[src/hdl/muting_defs.svh]
/*
 * Register map, field positions, reset values and timing figures of the
 * muting sequence monitor.
 * Assumes inclusion by bare name from the design files only.
 */
`ifndef MUTING_DEFS_SVH
`define MUTING_DEFS_SVH

`define ADDR_CTRL        12'h000
`define ADDR_MAX_MUTE    12'h004
`define ADDR_SYNC_TIME   12'h008
`define ADDR_STATUS      12'h00C

`define CTRL_RUN_BIT     0
`define CTRL_MODE_BIT    1
`define CTRL_OVR_DUAL    2
`define CTRL_RESET       3'h0

`define MAX_MUTE_W       8
`define MAX_MUTE_RESET   8'h78
`define SYNC_W           16
`define SYNC_RESET       16'h0BB8

`define ST_OUT_EN        0
`define ST_MUTING        1
`define ST_SEQ_ERR       2
`define ST_SYNC_ERR      3
`define ST_LC_DISC       4
`define ST_OVR_DISC      5
`define ST_FAULT         6
`define ST_STATE_LSB     8

`define CLK_HZ           10000000
`define SCAN_TIME_US     1000
`define MUTE_STEP_MS     500
`define SYNC_DEFAULT_MS  3000
`define MUTE_CNT_W       24

`define PIN_W            9
`define SYNC_STAGES      2

`endif

[src/hdl/muting_pkg.sv]
/*
 * Types shared by the muting sequence monitor.
 * Assumes nothing of its surroundings.
 */
package muting_pkg;

	typedef enum logic [2:0] {
		WAIT_CLEAR,
		ARMED,
		SYNCING,
		MUTING,
		HALTED
	} mute_state_t;

	typedef enum logic {
		PARALLEL_TWO,
		SEQ_FORWARD
	} mute_mode_t;

	typedef struct packed {
		logic entry_first;
		logic entry_second;
		logic exit_first;
		logic exit_second;
		logic valid;
	} sensor_set_t;

	typedef struct packed {
		logic [1:0] light_curtain_input_pair;
		logic       lc_discrepancy;
		logic       ovr_discrepancy;
	} guard_set_t;

endpackage

[src/hdl/muting_sequence_monitor.sv]
/*
 * Muting sequence monitor for a light-curtain safety function: parallel
 * two-sensor and sequential forward muting, APB register slave.
 * Assumes asynchronous sensor and curtain pins (synchronised here), an
 * upstream discrepancy checker, and an APB master on mclk.
 */
`timescale 1ns/10ps
`include "muting_defs.svh"

// Behaviour
// - Parallel mode: first sensor on, then second, starts muting.
// - Output enable stays on during muting despite an obstructed curtain.
// - Parallel mode: muting clears when first sensor stops detecting.
// - Start only with curtain active and no discrepancy error.
// - Both sensors off first, then normal order within synchronization time.
// - Wrong order of sensor turn-on raises the sequence error.
// - Sensor spacing beyond the synchronization time raises the synchronization error.
// - Curtain inactive before muting drops output enable.
// - Parallel mode: either sensor going off ends muting.
// - Muting ends once the maximum muting time has elapsed.
// - Curtain obstructed when muting ends drops output enable too.
// - Curtain or dual override discrepancy drops muting and output enable.
// - Muting restarts whenever the start conditions hold again.
// - Synchronization time defaults to 3 s; floor is one scan.
// - Forward mode: second entry first, or both together, is sequence error.
// - Forward mode: exit sensor on at entry detection is sequence error.
// - Synchronization limit expiring before second entry sensor is an error.
// - Forward mode: fewer than two sensors on ends muting.
// - Forward mode: invalid sensor status ends muting.
// - Forward mode: first exit sensor losing the workpiece ends muting.
// - Interruption length is not timed; only maximum muting time is.
// - Maximum muting time 500 ms steps up to 127.5 s; zero unlimited.
// - Synchronization error clears when normal muting is next entered.
// - Sequence error clears only on an idle to run change.
module muting_sequence_monitor #(
	parameter int SCAN_CYCLES = (`CLK_HZ / 1000000) * `SCAN_TIME_US,
	parameter int STEP_SCANS  = (`MUTE_STEP_MS * 1000) / `SCAN_TIME_US
)(
	input  wire logic        mclk,
	input  wire logic        srst,
	input  wire logic        psel,
	input  wire logic        penable,
	input  wire logic        pwrite,
	input  wire logic [11:0] paddr,
	input  wire logic [31:0] pwdata,
	output logic      [31:0] prdata,
	output logic             pready,
	output logic             pslverr,
	input  wire logic        entry_sensor_first,
	input  wire logic        entry_sensor_second,
	input  wire logic        exit_sensor_first,
	input  wire logic        exit_sensor_second,
	input  wire logic        sensor_status_valid,
	input  wire logic [1:0]  light_curtain_input_pair,
	input  wire logic        lc_discrepancy_err,
	input  wire logic        ovr_discrepancy_err,
	output logic             output_enable,
	output logic             muting_status,
	output logic             sequence_error,
	output logic             sync_error,
	output logic             fault_present
);

	// Pin synchronisers
	logic [`PIN_W-1:0] pin_raw;
	logic [`PIN_W-1:0] meta_q;
	logic [`PIN_W-1:0] pin_s_q;

	assign pin_raw = {entry_sensor_first, entry_sensor_second,
		exit_sensor_first, exit_sensor_second, sensor_status_valid,
		light_curtain_input_pair, lc_discrepancy_err, ovr_discrepancy_err};

	genvar gi;
	generate
		for (gi = 0; gi < `PIN_W; gi++)
		begin : g_sync
			always_ff @(posedge mclk)
			begin
				if (srst)
				begin
					meta_q[gi]  <= 1'b0;
					pin_s_q[gi] <= 1'b0;
				end
				else
				begin
					meta_q[gi]  <= pin_raw[gi];
					pin_s_q[gi] <= meta_q[gi];
				end
			end
		end
	endgenerate

	// Scan divider
	logic [31:0] div_q;
	logic        scan_tick_q;

	always_ff @(posedge mclk)
	begin
		if (srst)
		begin
			div_q       <= 32'h0;
			scan_tick_q <= 1'b0;
		end
		else if (div_q >= 32'(SCAN_CYCLES - 1))
		begin
			div_q       <= 32'h0;
			scan_tick_q <= 1'b1;
		end
		else
		begin
			div_q       <= div_q + 32'h1;
			scan_tick_q <= 1'b0;
		end
	end

	// Scan-held input image
	muting_pkg::sensor_set_t sens_q;
	muting_pkg::sensor_set_t sens_prev_q;
	muting_pkg::guard_set_t  guard_q;

	always_ff @(posedge mclk)
	begin
		if (srst)
		begin
			sens_q      <= '0;
			sens_prev_q <= '0;
			guard_q     <= '0;
		end
		else if (scan_tick_q)
		begin
			sens_prev_q <= sens_q;
			sens_q      <= muting_pkg::sensor_set_t'(pin_s_q[8:4]);
			guard_q     <= muting_pkg::guard_set_t'(pin_s_q[3:0]);
		end
	end

	// Scan evaluation strobe, one cycle after the sample
	logic eval_q;

	always_ff @(posedge mclk)
	begin
		if (srst)
			eval_q <= 1'b0;
		else
			eval_q <= scan_tick_q;
	end

	// Registers
	logic [2:0]            ctrl_q;
	logic [`MAX_MUTE_W-1:0] max_mute_q;
	logic [`SYNC_W-1:0]     sync_q;

	wire apb_access = psel & penable & ~pready;
	wire wr_en      = psel & penable & pready & pwrite;
	wire hit_ctrl   = (paddr == `ADDR_CTRL);
	wire hit_max    = (paddr == `ADDR_MAX_MUTE);
	wire hit_sync   = (paddr == `ADDR_SYNC_TIME);
	wire hit_stat   = (paddr == `ADDR_STATUS);
	wire hit_any    = hit_ctrl | hit_max | hit_sync | hit_stat;

	wire run      = ctrl_q[`CTRL_RUN_BIT];
	wire ovr_dual = ctrl_q[`CTRL_OVR_DUAL];
	muting_pkg::mute_mode_t mode;
	assign mode = muting_pkg::mute_mode_t'(ctrl_q[`CTRL_MODE_BIT]);

	logic run_prev_q;
	wire  run_rise = run & ~run_prev_q;

	always_ff @(posedge mclk)
	begin
		if (srst)
		begin
			ctrl_q     <= `CTRL_RESET;
			max_mute_q <= `MAX_MUTE_RESET;
			sync_q     <= `SYNC_RESET;
			run_prev_q <= 1'b0;
		end
		else
		begin
			run_prev_q <= run;
			if (wr_en && hit_ctrl)
				ctrl_q <= pwdata[2:0];
			if (wr_en && hit_max)
				max_mute_q <= pwdata[`MAX_MUTE_W-1:0];
			if (wr_en && hit_sync)
				sync_q <= pwdata[`SYNC_W-1:0];
		end
	end

	// Monitor core
	muting_pkg::mute_state_t state_q;
	muting_pkg::mute_state_t state_d;
	logic [`SYNC_W-1:0]      sync_cnt_q;
	logic [`MUTE_CNT_W-1:0]  mute_cnt_q;
	logic                    seq_err_q;
	logic                    sync_err_q;
	logic                    oe_q;
	logic                    mute_q;
	logic                    fault_q;

	wire lc_ok = &guard_q.light_curtain_input_pair;
	wire disc  = guard_q.lc_discrepancy |
		(ovr_dual & guard_q.ovr_discrepancy);
	wire fwd   = (mode == muting_pkg::SEQ_FORWARD);
	wire exit_any = sens_q.exit_first | sens_q.exit_second;
	wire all_off  = ~sens_q.entry_first & ~sens_q.entry_second &
		~(fwd & exit_any);

	wire [2:0] on_count = {2'h0, sens_q.entry_first} +
		{2'h0, sens_q.entry_second} + {2'h0, sens_q.exit_first} +
		{2'h0, sens_q.exit_second};

	wire [`MUTE_CNT_W-1:0] mute_limit =
		`MUTE_CNT_W'(max_mute_q) * `MUTE_CNT_W'(STEP_SCANS);
	wire mute_expired = (max_mute_q != '0) && (mute_cnt_q >= mute_limit);
	wire sync_expired = (sync_cnt_q >= sync_q);

	wire par_end = ~sens_q.entry_first | ~sens_q.entry_second;
	wire fwd_end = (on_count < 3'h2) | ~sens_q.valid |
		(sens_prev_q.exit_first & ~sens_q.exit_first);
	// sensors, limit and discrepancy end muting
	wire mute_end = (fwd ? fwd_end : par_end) | mute_expired | disc;

	// wrong first sensor or both together
	wire armed_bad = sens_q.entry_second | (fwd & exit_any);
	wire pair_bad  = fwd & exit_any;
	wire start_ok  = lc_ok & ~disc;

	logic set_seq;
	logic set_sync;
	logic clr_sync;

	always_comb
	begin
		state_d  = state_q;
		set_seq  = 1'b0;
		set_sync = 1'b0;
		clr_sync = 1'b0;
		case (state_q)
			muting_pkg::WAIT_CLEAR:
				if (all_off)
					state_d = muting_pkg::ARMED;
			muting_pkg::ARMED:
				if (armed_bad)
				begin
					set_seq = 1'b1;
					state_d = muting_pkg::WAIT_CLEAR;
				end
				else if (sens_q.entry_first)
					state_d = muting_pkg::SYNCING;
			muting_pkg::SYNCING:
				if (!sens_q.entry_first)
					state_d = muting_pkg::WAIT_CLEAR;
				else if (sens_q.entry_second && pair_bad)
				begin
					set_seq = 1'b1;
					state_d = muting_pkg::WAIT_CLEAR;
				end
				else if (sens_q.entry_second && start_ok)
				begin
					clr_sync = 1'b1;
					state_d  = muting_pkg::MUTING;
				end
				else if (sens_q.entry_second)
					state_d = muting_pkg::WAIT_CLEAR;
				else if (sync_expired)
				begin
					set_sync = 1'b1;
					state_d  = muting_pkg::WAIT_CLEAR;
				end
			muting_pkg::MUTING:
				if (mute_end)
					state_d = muting_pkg::WAIT_CLEAR;
			muting_pkg::HALTED:
				state_d = muting_pkg::WAIT_CLEAR;
			default:
				state_d = muting_pkg::WAIT_CLEAR;
		endcase
	end

	always_ff @(posedge mclk)
	begin
		if (srst || !run)
			state_q <= muting_pkg::HALTED;
		else if (eval_q)
			state_q <= state_d;
	end

	always_ff @(posedge mclk)
	begin
		if (srst)
		begin
			sync_cnt_q <= '0;
			mute_cnt_q <= '0;
		end
		else if (eval_q)
		begin
			if (state_q == muting_pkg::SYNCING && !sync_expired)
				sync_cnt_q <= sync_cnt_q + `SYNC_W'(1);
			else if (state_q != muting_pkg::SYNCING)
				sync_cnt_q <= `SYNC_W'(1);
			if (state_q == muting_pkg::MUTING && !mute_expired)
				mute_cnt_q <= mute_cnt_q + `MUTE_CNT_W'(1);
			else if (state_q != muting_pkg::MUTING)
				mute_cnt_q <= `MUTE_CNT_W'(1);
		end
	end

	// Error flags; a set wins over a same-cycle clear
	always_ff @(posedge mclk)
	begin
		if (srst)
		begin
			seq_err_q  <= 1'b0;
			sync_err_q <= 1'b0;
		end
		else
		begin
			if (eval_q && run && set_seq)
				seq_err_q <= 1'b1;
			else if (run_rise)
				seq_err_q <= 1'b0;
			if (eval_q && run && set_sync)
				sync_err_q <= 1'b1;
			else if (eval_q && run && clr_sync)
				sync_err_q <= 1'b0;
		end
	end

	wire muting_now = (state_q == muting_pkg::MUTING);

	// Outputs; curtain state comes from the scan-held image, as does the state, so muting end and
	// curtain loss act together
	always_ff @(posedge mclk)
	begin
		if (srst)
		begin
			oe_q    <= 1'b0;
			mute_q  <= 1'b0;
			fault_q <= 1'b0;
		end
		else
		begin
			mute_q  <= run & muting_now & ~disc;
			oe_q    <= run & ~disc & (muting_now | lc_ok);
			fault_q <= disc | ((seq_err_q | sync_err_q) & ~lc_ok);
		end
	end

	assign output_enable  = oe_q;
	assign muting_status  = mute_q;
	assign sequence_error = seq_err_q;
	assign sync_error     = sync_err_q;
	assign fault_present  = fault_q;

	// APB slave: one wait state, registered answer
	logic [31:0] prdata_q;
	logic        pready_q;
	logic        pslverr_q;
	logic [31:0] status_word;

	always_comb
	begin
		status_word = 32'h0;
		status_word[`ST_OUT_EN]   = oe_q;
		status_word[`ST_MUTING]   = mute_q;
		status_word[`ST_SEQ_ERR]  = seq_err_q;
		status_word[`ST_SYNC_ERR] = sync_err_q;
		status_word[`ST_LC_DISC]  = guard_q.lc_discrepancy;
		status_word[`ST_OVR_DISC] = guard_q.ovr_discrepancy;
		status_word[`ST_FAULT]    = fault_q;
		status_word[`ST_STATE_LSB +: 3] = state_q;
	end

	wire [31:0] rd_mux =
		hit_ctrl ? {29'h0, ctrl_q} :
		hit_max  ? {24'h0, max_mute_q} :
		hit_sync ? {16'h0, sync_q} :
		hit_stat ? status_word : 32'h0;

	always_ff @(posedge mclk)
	begin
		if (srst)
		begin
			prdata_q  <= 32'h0;
			pready_q  <= 1'b0;
			pslverr_q <= 1'b0;
		end
		else
		begin
			pready_q  <= apb_access;
			pslverr_q <= apb_access & ~hit_any;
			if (apb_access && !pwrite)
				prdata_q <= rd_mux;
		end
	end

	assign prdata  = prdata_q;
	assign pready  = pready_q;
	assign pslverr = pslverr_q;

endmodule

[config.mk]
export PLATFORM = sky130hd
export DESIGN_NAME = muting_sequence_monitor
export DESIGN_NICKNAME = d
export VERILOG_FILES = /design/src/hdl/muting_pkg.sv /design/src/hdl/muting_sequence_monitor.sv
export VERILOG_INCLUDE_DIRS = /design/src /design/src/hdl
export SDC_FILE = /design/constraint.sdc
export NUM_CORES = 1
export LEC_CHECK = 0
export ABC_AREA = 1
export BUFFER_PORTS_ARGS = -buffer_cell sky130_fd_sc_hd__clkbuf_2
export CAP_MARGIN = 20
export CORE_AREA = 2 2 123 125
export CTS_CLUSTER_SIZE = 20
export DETAILED_ROUTE_END_ITERATION = 16
export DIE_AREA = 0 0 125 127
export MAX_ROUTING_LAYER = met4
export PLACE_DENSITY = 0.85
export REMOVE_ABC_BUFFERS = 1
export SLEW_MARGIN = 0
export SYNTH_ARGS = -nofsm -noshare
export SYNTH_HDL_FRONTEND = slang
export SYNTH_SLANG_ARGS = --single-unit
[constraint.sdc]
create_clock -name mclk -period 8.6 [get_ports mclk]
set_input_delay 0.86 -clock mclk [delete_from_list [all_inputs] [get_ports mclk]]
set_output_delay 0.86 -clock mclk [all_outputs]
set_load 0.01 [all_outputs]
Word level (Yosys, flattened, before mapping)

Index checks and enable logic that the tools add are counted.

Add/sub/neg operators: 6
$mul: 1
Magnitude comparators: 4
Equal/unequal tests: 12
Multiplexer cells: 38
Bitwise gates (word level): 41
Reduce and logical (&&, ||, !) cells: 30

Operators by type and width:

| kind                  | count |
|---|---|
| $mux 16               | 5 |
| $mux 24               | 2 |
| $add 32x1->32 const B | 1 |
| $ge 32x14->1 const B  | 1 |
| $mux 3                | 9 |
| $add 24x1->24 const B | 1 |
| $eq 12x4->1 const B   | 2 |
| $ge 24x17->1          | 1 |
| $mux 1                | 19 |
| $and 1x1->1           | 17 |
| $add 16x1->16 const B | 1 |
| $ge 16x16->1          | 1 |
| $mul 8x7->15 const B  | 1 |
| $or 1x1->1            | 14 |
| $logic_and 1x1->1     | 13 |
| $eq 12x3->1 const B   | 1 |
| $logic_not 12->1      | 1 |
| $pmux 3 s4            | 1 |
| $mux 11               | 1 |
| $not 1->1             | 10 |
| $reduce_bool 2->1     | 4 |
| $reduce_bool 8->1     | 1 |
| $eq 3x2->1 const B    | 2 |
| $ne 3x2->1 const B    | 2 |
| 15 further kinds      | 21 |

Flip-flop bits (word level): 172
Input port bits: 58
Output and inout bits: 39

Longest topological paths before layout

Depth after elaboration: 12
Depth in mapped cells: 28

Worst setup path before layout

OpenSTA, ideal clock, no wires.

Path type: register to register
From: register max_mute_q[5]
To: register mute_cnt_q[10]
Library setup time: 0.071 ns
Arrival time: 4.908 ns
Required time: 8.529 ns
Slack: 3.621 ns
Cell stages (with the launch flop): 27
Buffers on the path: 1
Cell sequence: dfxtp_1 -> inv_1 -> ha_1 -> inv_1 -> fa_1 -> fa_1 -> fa_1 -> inv_1 -> ha_1 -> nand2_1 -> nor3_1 -> nor2_1 -> o21ai_0 -> a31oi_1 -> xor2_1 -> ha_1 -> nand2_1 -> nor2_1 -> nand2_1 -> nor2_1 -> o21ai_1 -> nand3_2 -> nand2_4 -> o21ai_4 -> buf_6 -> nand2_2 -> a21oi_2

Cells in the longest elaborated chain, start to end: 7

RTL lines:

| what                        | RTL line                       | text |
|---|---|---|
| start: declaration          | muting_sequence_monitor.sv:150 | `` logic [`MAX_MUTE_W-1:0] max_mute_q; `` |
| start signal: assignment    | muting_sequence_monitor.sv:174 | `` max_mute_q <= `MAX_MUTE_RESET; `` |
| start signal: assignment    | muting_sequence_monitor.sv:184 | `` max_mute_q <= pwdata[`MAX_MUTE_W-1:0]; `` |
| $mul 8x7->15 (no line)      | --                             |  |
| $ge 24x17->1                | muting_sequence_monitor.sv:215 | `wire mute_expired = (max_mute_q != '0) && (mute_cnt_q >= mute_limit);` |
| $logic_and 1x1->1 (*)       | muting_sequence_monitor.sv:215 |  |
| $logic_not 1->1 (*)         | muting_sequence_monitor.sv:302 | `if (state_q == muting_pkg::MUTING && !mute_expired)` |
| $logic_and 1x1->1 (*)       | muting_sequence_monitor.sv:302 |  |
| $reduce_bool 2->1 (no line) | --                             |  |
| $reduce_and 2->1 (no line)  | --                             |  |
| end signal: assignment      | muting_sequence_monitor.sv:303 | `` mute_cnt_q <= mute_cnt_q + `MUTE_CNT_W'(1); `` |
| end signal: assignment      | muting_sequence_monitor.sv:305 | `` mute_cnt_q <= `MUTE_CNT_W'(1); `` |
| end: declaration            | muting_sequence_monitor.sv:194 | `` logic [`MUTE_CNT_W-1:0] mute_cnt_q; `` |

Mark *: on every way between the ends. The rest lies on a longest branch, timed or not.
A chain may end at the register's enable or synchronous reset.

Worst setup path after layout

From: register max_mute_q[5]
To: register mute_cnt_q[16]

The elaborated chain is that of the path after synthesis.

==> reports/qor.yml <==
wl_per_cell_um: 14.2
ctsHoldBuffers: 0
hold_path_end: "pin_s_q[4]$_SDFF_PP0_"
finalMaxSlewViolations: 0
hold_violations: 0
final_nets: 1465
rr_worst_depth: 25
setup_viol: 0
post_dp_cell_area_um2: 9630
post_cts_buffers: 0
final.min_clock_period_ns: 6.05
slew_headroom_pct: 33.2
final.setup.tns_ns: 0
crit_type: "reg2reg"
ys_types: 45
cts_resized: 0
grt_max_degree: 78
grt_pass1_vias: 7706
clock_sinks: 156
num_rows: 44
synthesis.area_um2: 9210
die_width_um: 125
grt_use_total_pct: 28.0
insertion_delay_ns: 0.43
power_density_nw_per_um2: 157
stdcell_area_um2: 10300
drc: 0
ioPinCount: 97
cts_tree: "done"
drv_cap: 0
fmax_ghz: 0.165
core_area_um2: 14400
leakage_nw: 4.71
final_cell_mix: "nand2_1, inv_1, dfxtp_1"
synth_flop_cell: "dfxtp_1"
dp.cells: 1470
fin_ws_ns: 2.55
syn_to_final_growth_pct: 11.9
io_buffer_count: 64
cts_buffer_depth: 2
worst_slew_pin_slew_ns: 0.999
async_reset_ff_share_pct: 0
grt_pass1_wl_um: 35700
critPathCaptureType: "flip-flop"
place_congestion: 0.942
worstReg2RegEnd: "mute_cnt_q[16]$_SDFFE_PP0P_"
status: "finished, final reports clean"
synth_edf_count: 0
crit_fanout: 24
grt_antenna_before_repair: 0
required_ns: 8.95
start_util_pct: 63.8
post-place-ws_ns: 2.65
first_pass_iters: 5
holdCritStartpoint: "meta_q[4]$_SDFF_PP0_"
synth_warnings: 0
cts_made_buffers: 17
die_h_um: 127
via_per_inst: 5.45
hold_path.class: "reg2reg"
arrival_ns: 6.39
fin_crit_sh_pct: 70.3
cts-htree-levels: 4
rsz0062_at_grt: "no"
grt.overflow.total: 0
layout_commonest_cell: "nand2_1"
crit_start: "max_mute_q[5]$_SDFFE_PP1P_"
min_path_cells: 2
ir_worst_vdd_mv: 0.168
clk_pin_slew_worst_paths_ns: 0.07
antenna_left: 0
clock_skew_ns: 0.00826
syn_avg_cell_area_um2: 7.46
fillers: 1126
dieArea_um2: 15900
syn_inst: 1234
cts_root_buffer: "clkbuf_16"
layout-drive-gt1-share_pct: 10.9
final_cells: 1504
drt-total-wl_um: 21400
start_kind: "flip-flop"
ys_ff_latch: 156
worst_r2r_startpoint: "max_mute_q[5]$_SDFFE_PP1P_"
drtIter0Drc: 643
rrSetupSlack_ns: 2.55
n_antenna_cell: 0
hpwl_um: 15200
ys_seq_area_share_pct: 33.9
vias: 8199
[synth_stat cells (all sizes together), types with 6 or more instances]
cell	n	area share [%]
nor3	35	2.3
nor4	7	0.54
ha	78	11
buf	25	2.0
clkbuf	23	0.94
xor2	29	2.8
o22ai	6	0.41
nand3	56	3.1
nor2	123	5.0
o21ai	55	3.1
a21oi	107	6.2
nand4	38	2.6
inv	188	7.7
xnor2	11	1.0
nand2	239	10
o211ai	8	0.65
dfxtp	156	34
fa	22	4.8
[registers in the layout (all words and copies together) (netlist names)]
name	cells
muting_status	1
scan_tick_q	1
pin_s_q	9
sequence_error	1
fault_present	1
sync_cnt_q	16
meta_q	9
eval_q	1
mute_cnt_q	24
sync_error	1
sens_prev_q	1
pready	1
sens_q	5
sync_q	16
prdata	16
pslverr	1
ctrl_q	3
div_q	32
max_mute_q	8
guard_q	4
output_enable	1
run_prev_q	1
state_q	3
[per-stage QoR]
stage          hold slack [ns]  util [%]  power (mW)
2_1_floorplan            0.388         -       0.786
3_3_place_gp             0.390      66.8       0.812
3_5_place_dp             0.393      66.8       0.814
4_1_cts                  0.401      71.2        1.61
5_1_grt                  0.411      71.4        1.66
6_report                 0.397      71.4        1.61
[area by class of cell]
type                    instances  area, um2  share of cell area (%)
multi-input cells             873       5220                    50.7
clock buffers                  20        447                    4.34
inverters                     190        713                    6.93
flip-flops and latches        156       3120                    30.3
well taps                     184        230                    2.24
clock inverters                12        185                    1.80
repair buffers                 69        378                    3.67
[worst max path at each step]
stage | endpoint | slack [ns] | cells after the start
finish | mute_cnt_q[16]$_SDFFE_PP0P_ | 2.55 | 25
global route | mute_cnt_q[14]$_SDFFE_PP0P_ | 2.06 | 25
CTS | mute_cnt_q[16]$_SDFFE_PP0P_ | 2.56 | 25
detailed placement | mute_cnt_q[17]$_SDFFE_PP0P_ | 2.65 | 25
global placement | mute_cnt_q[22]$_SDFFE_PP0P_ | 2.74 | 25
floorplan | mute_cnt_q[22]$_SDFFE_PP0P_ | 3.35 | 25
[cells by family (layout without fill, tap and decap cells)]
family / Yosys count / in the layout / share of synthesized area, %
AND/OR/NAND/NOR: 507 / 507 / 24.4
buffers and inverters: 238 / 291 / 10.7
AO/OA/AOI/OAI: 192 / 192 / 11.7
flip-flops: 156 / 156 / 33.9
adder cells (fa/ha/maj): 100 / 100 / 15.4
XOR/XNOR: 40 / 40 / 3.81
other: 1 / 34 / 0.0407
[critical path, stage by stage, from the launching register on]
cell and delay [ns]:
dfxtp_1 0.52, inv_1 0.22, ha_1 0.32, inv_1 0.05
fa_1 0.55, fa_1 0.44, fa_1 0.51, inv_1 0.04
ha_1 0.36, nand2_1 0.10, nor3_1 0.14, nor2_1 0.09
o21ai_0 0.27, a31oi_1 0.15, xor2_1 0.17, ha_1 0.27
nand2_1 0.06, nor2_1 0.14, nand2_1 0.08, nor2_1 0.11
o21ai_1 0.10, nand3_2 0.10, nand2_4 0.19, o21ai_4 0.66
nand2_1 0.13, a21oi_1 0.16
[routing by layer]
layer	vias up	GRT usage [%]	wire [um]	share of wire, %
li1	4105	-	-	-
met1	3780	34.5	9310	44
met5	-	-	0	0
met2	264	47.1	10300	48
met4	0	9.48	506	2.4
met3	50	4.94	1220	5.7
[power breakdown]
group          leakage (nW)  internal, mW  switching [mW]  total (mW)
clock network         0.311         0.498           0.312       0.810
registers              1.27         0.735         0.00728       0.743
logic                  3.13        0.0187          0.0404      0.0591
total                  4.71          1.25           0.360        1.61
No activity file was read; power rests on OpenSTA's default activity.
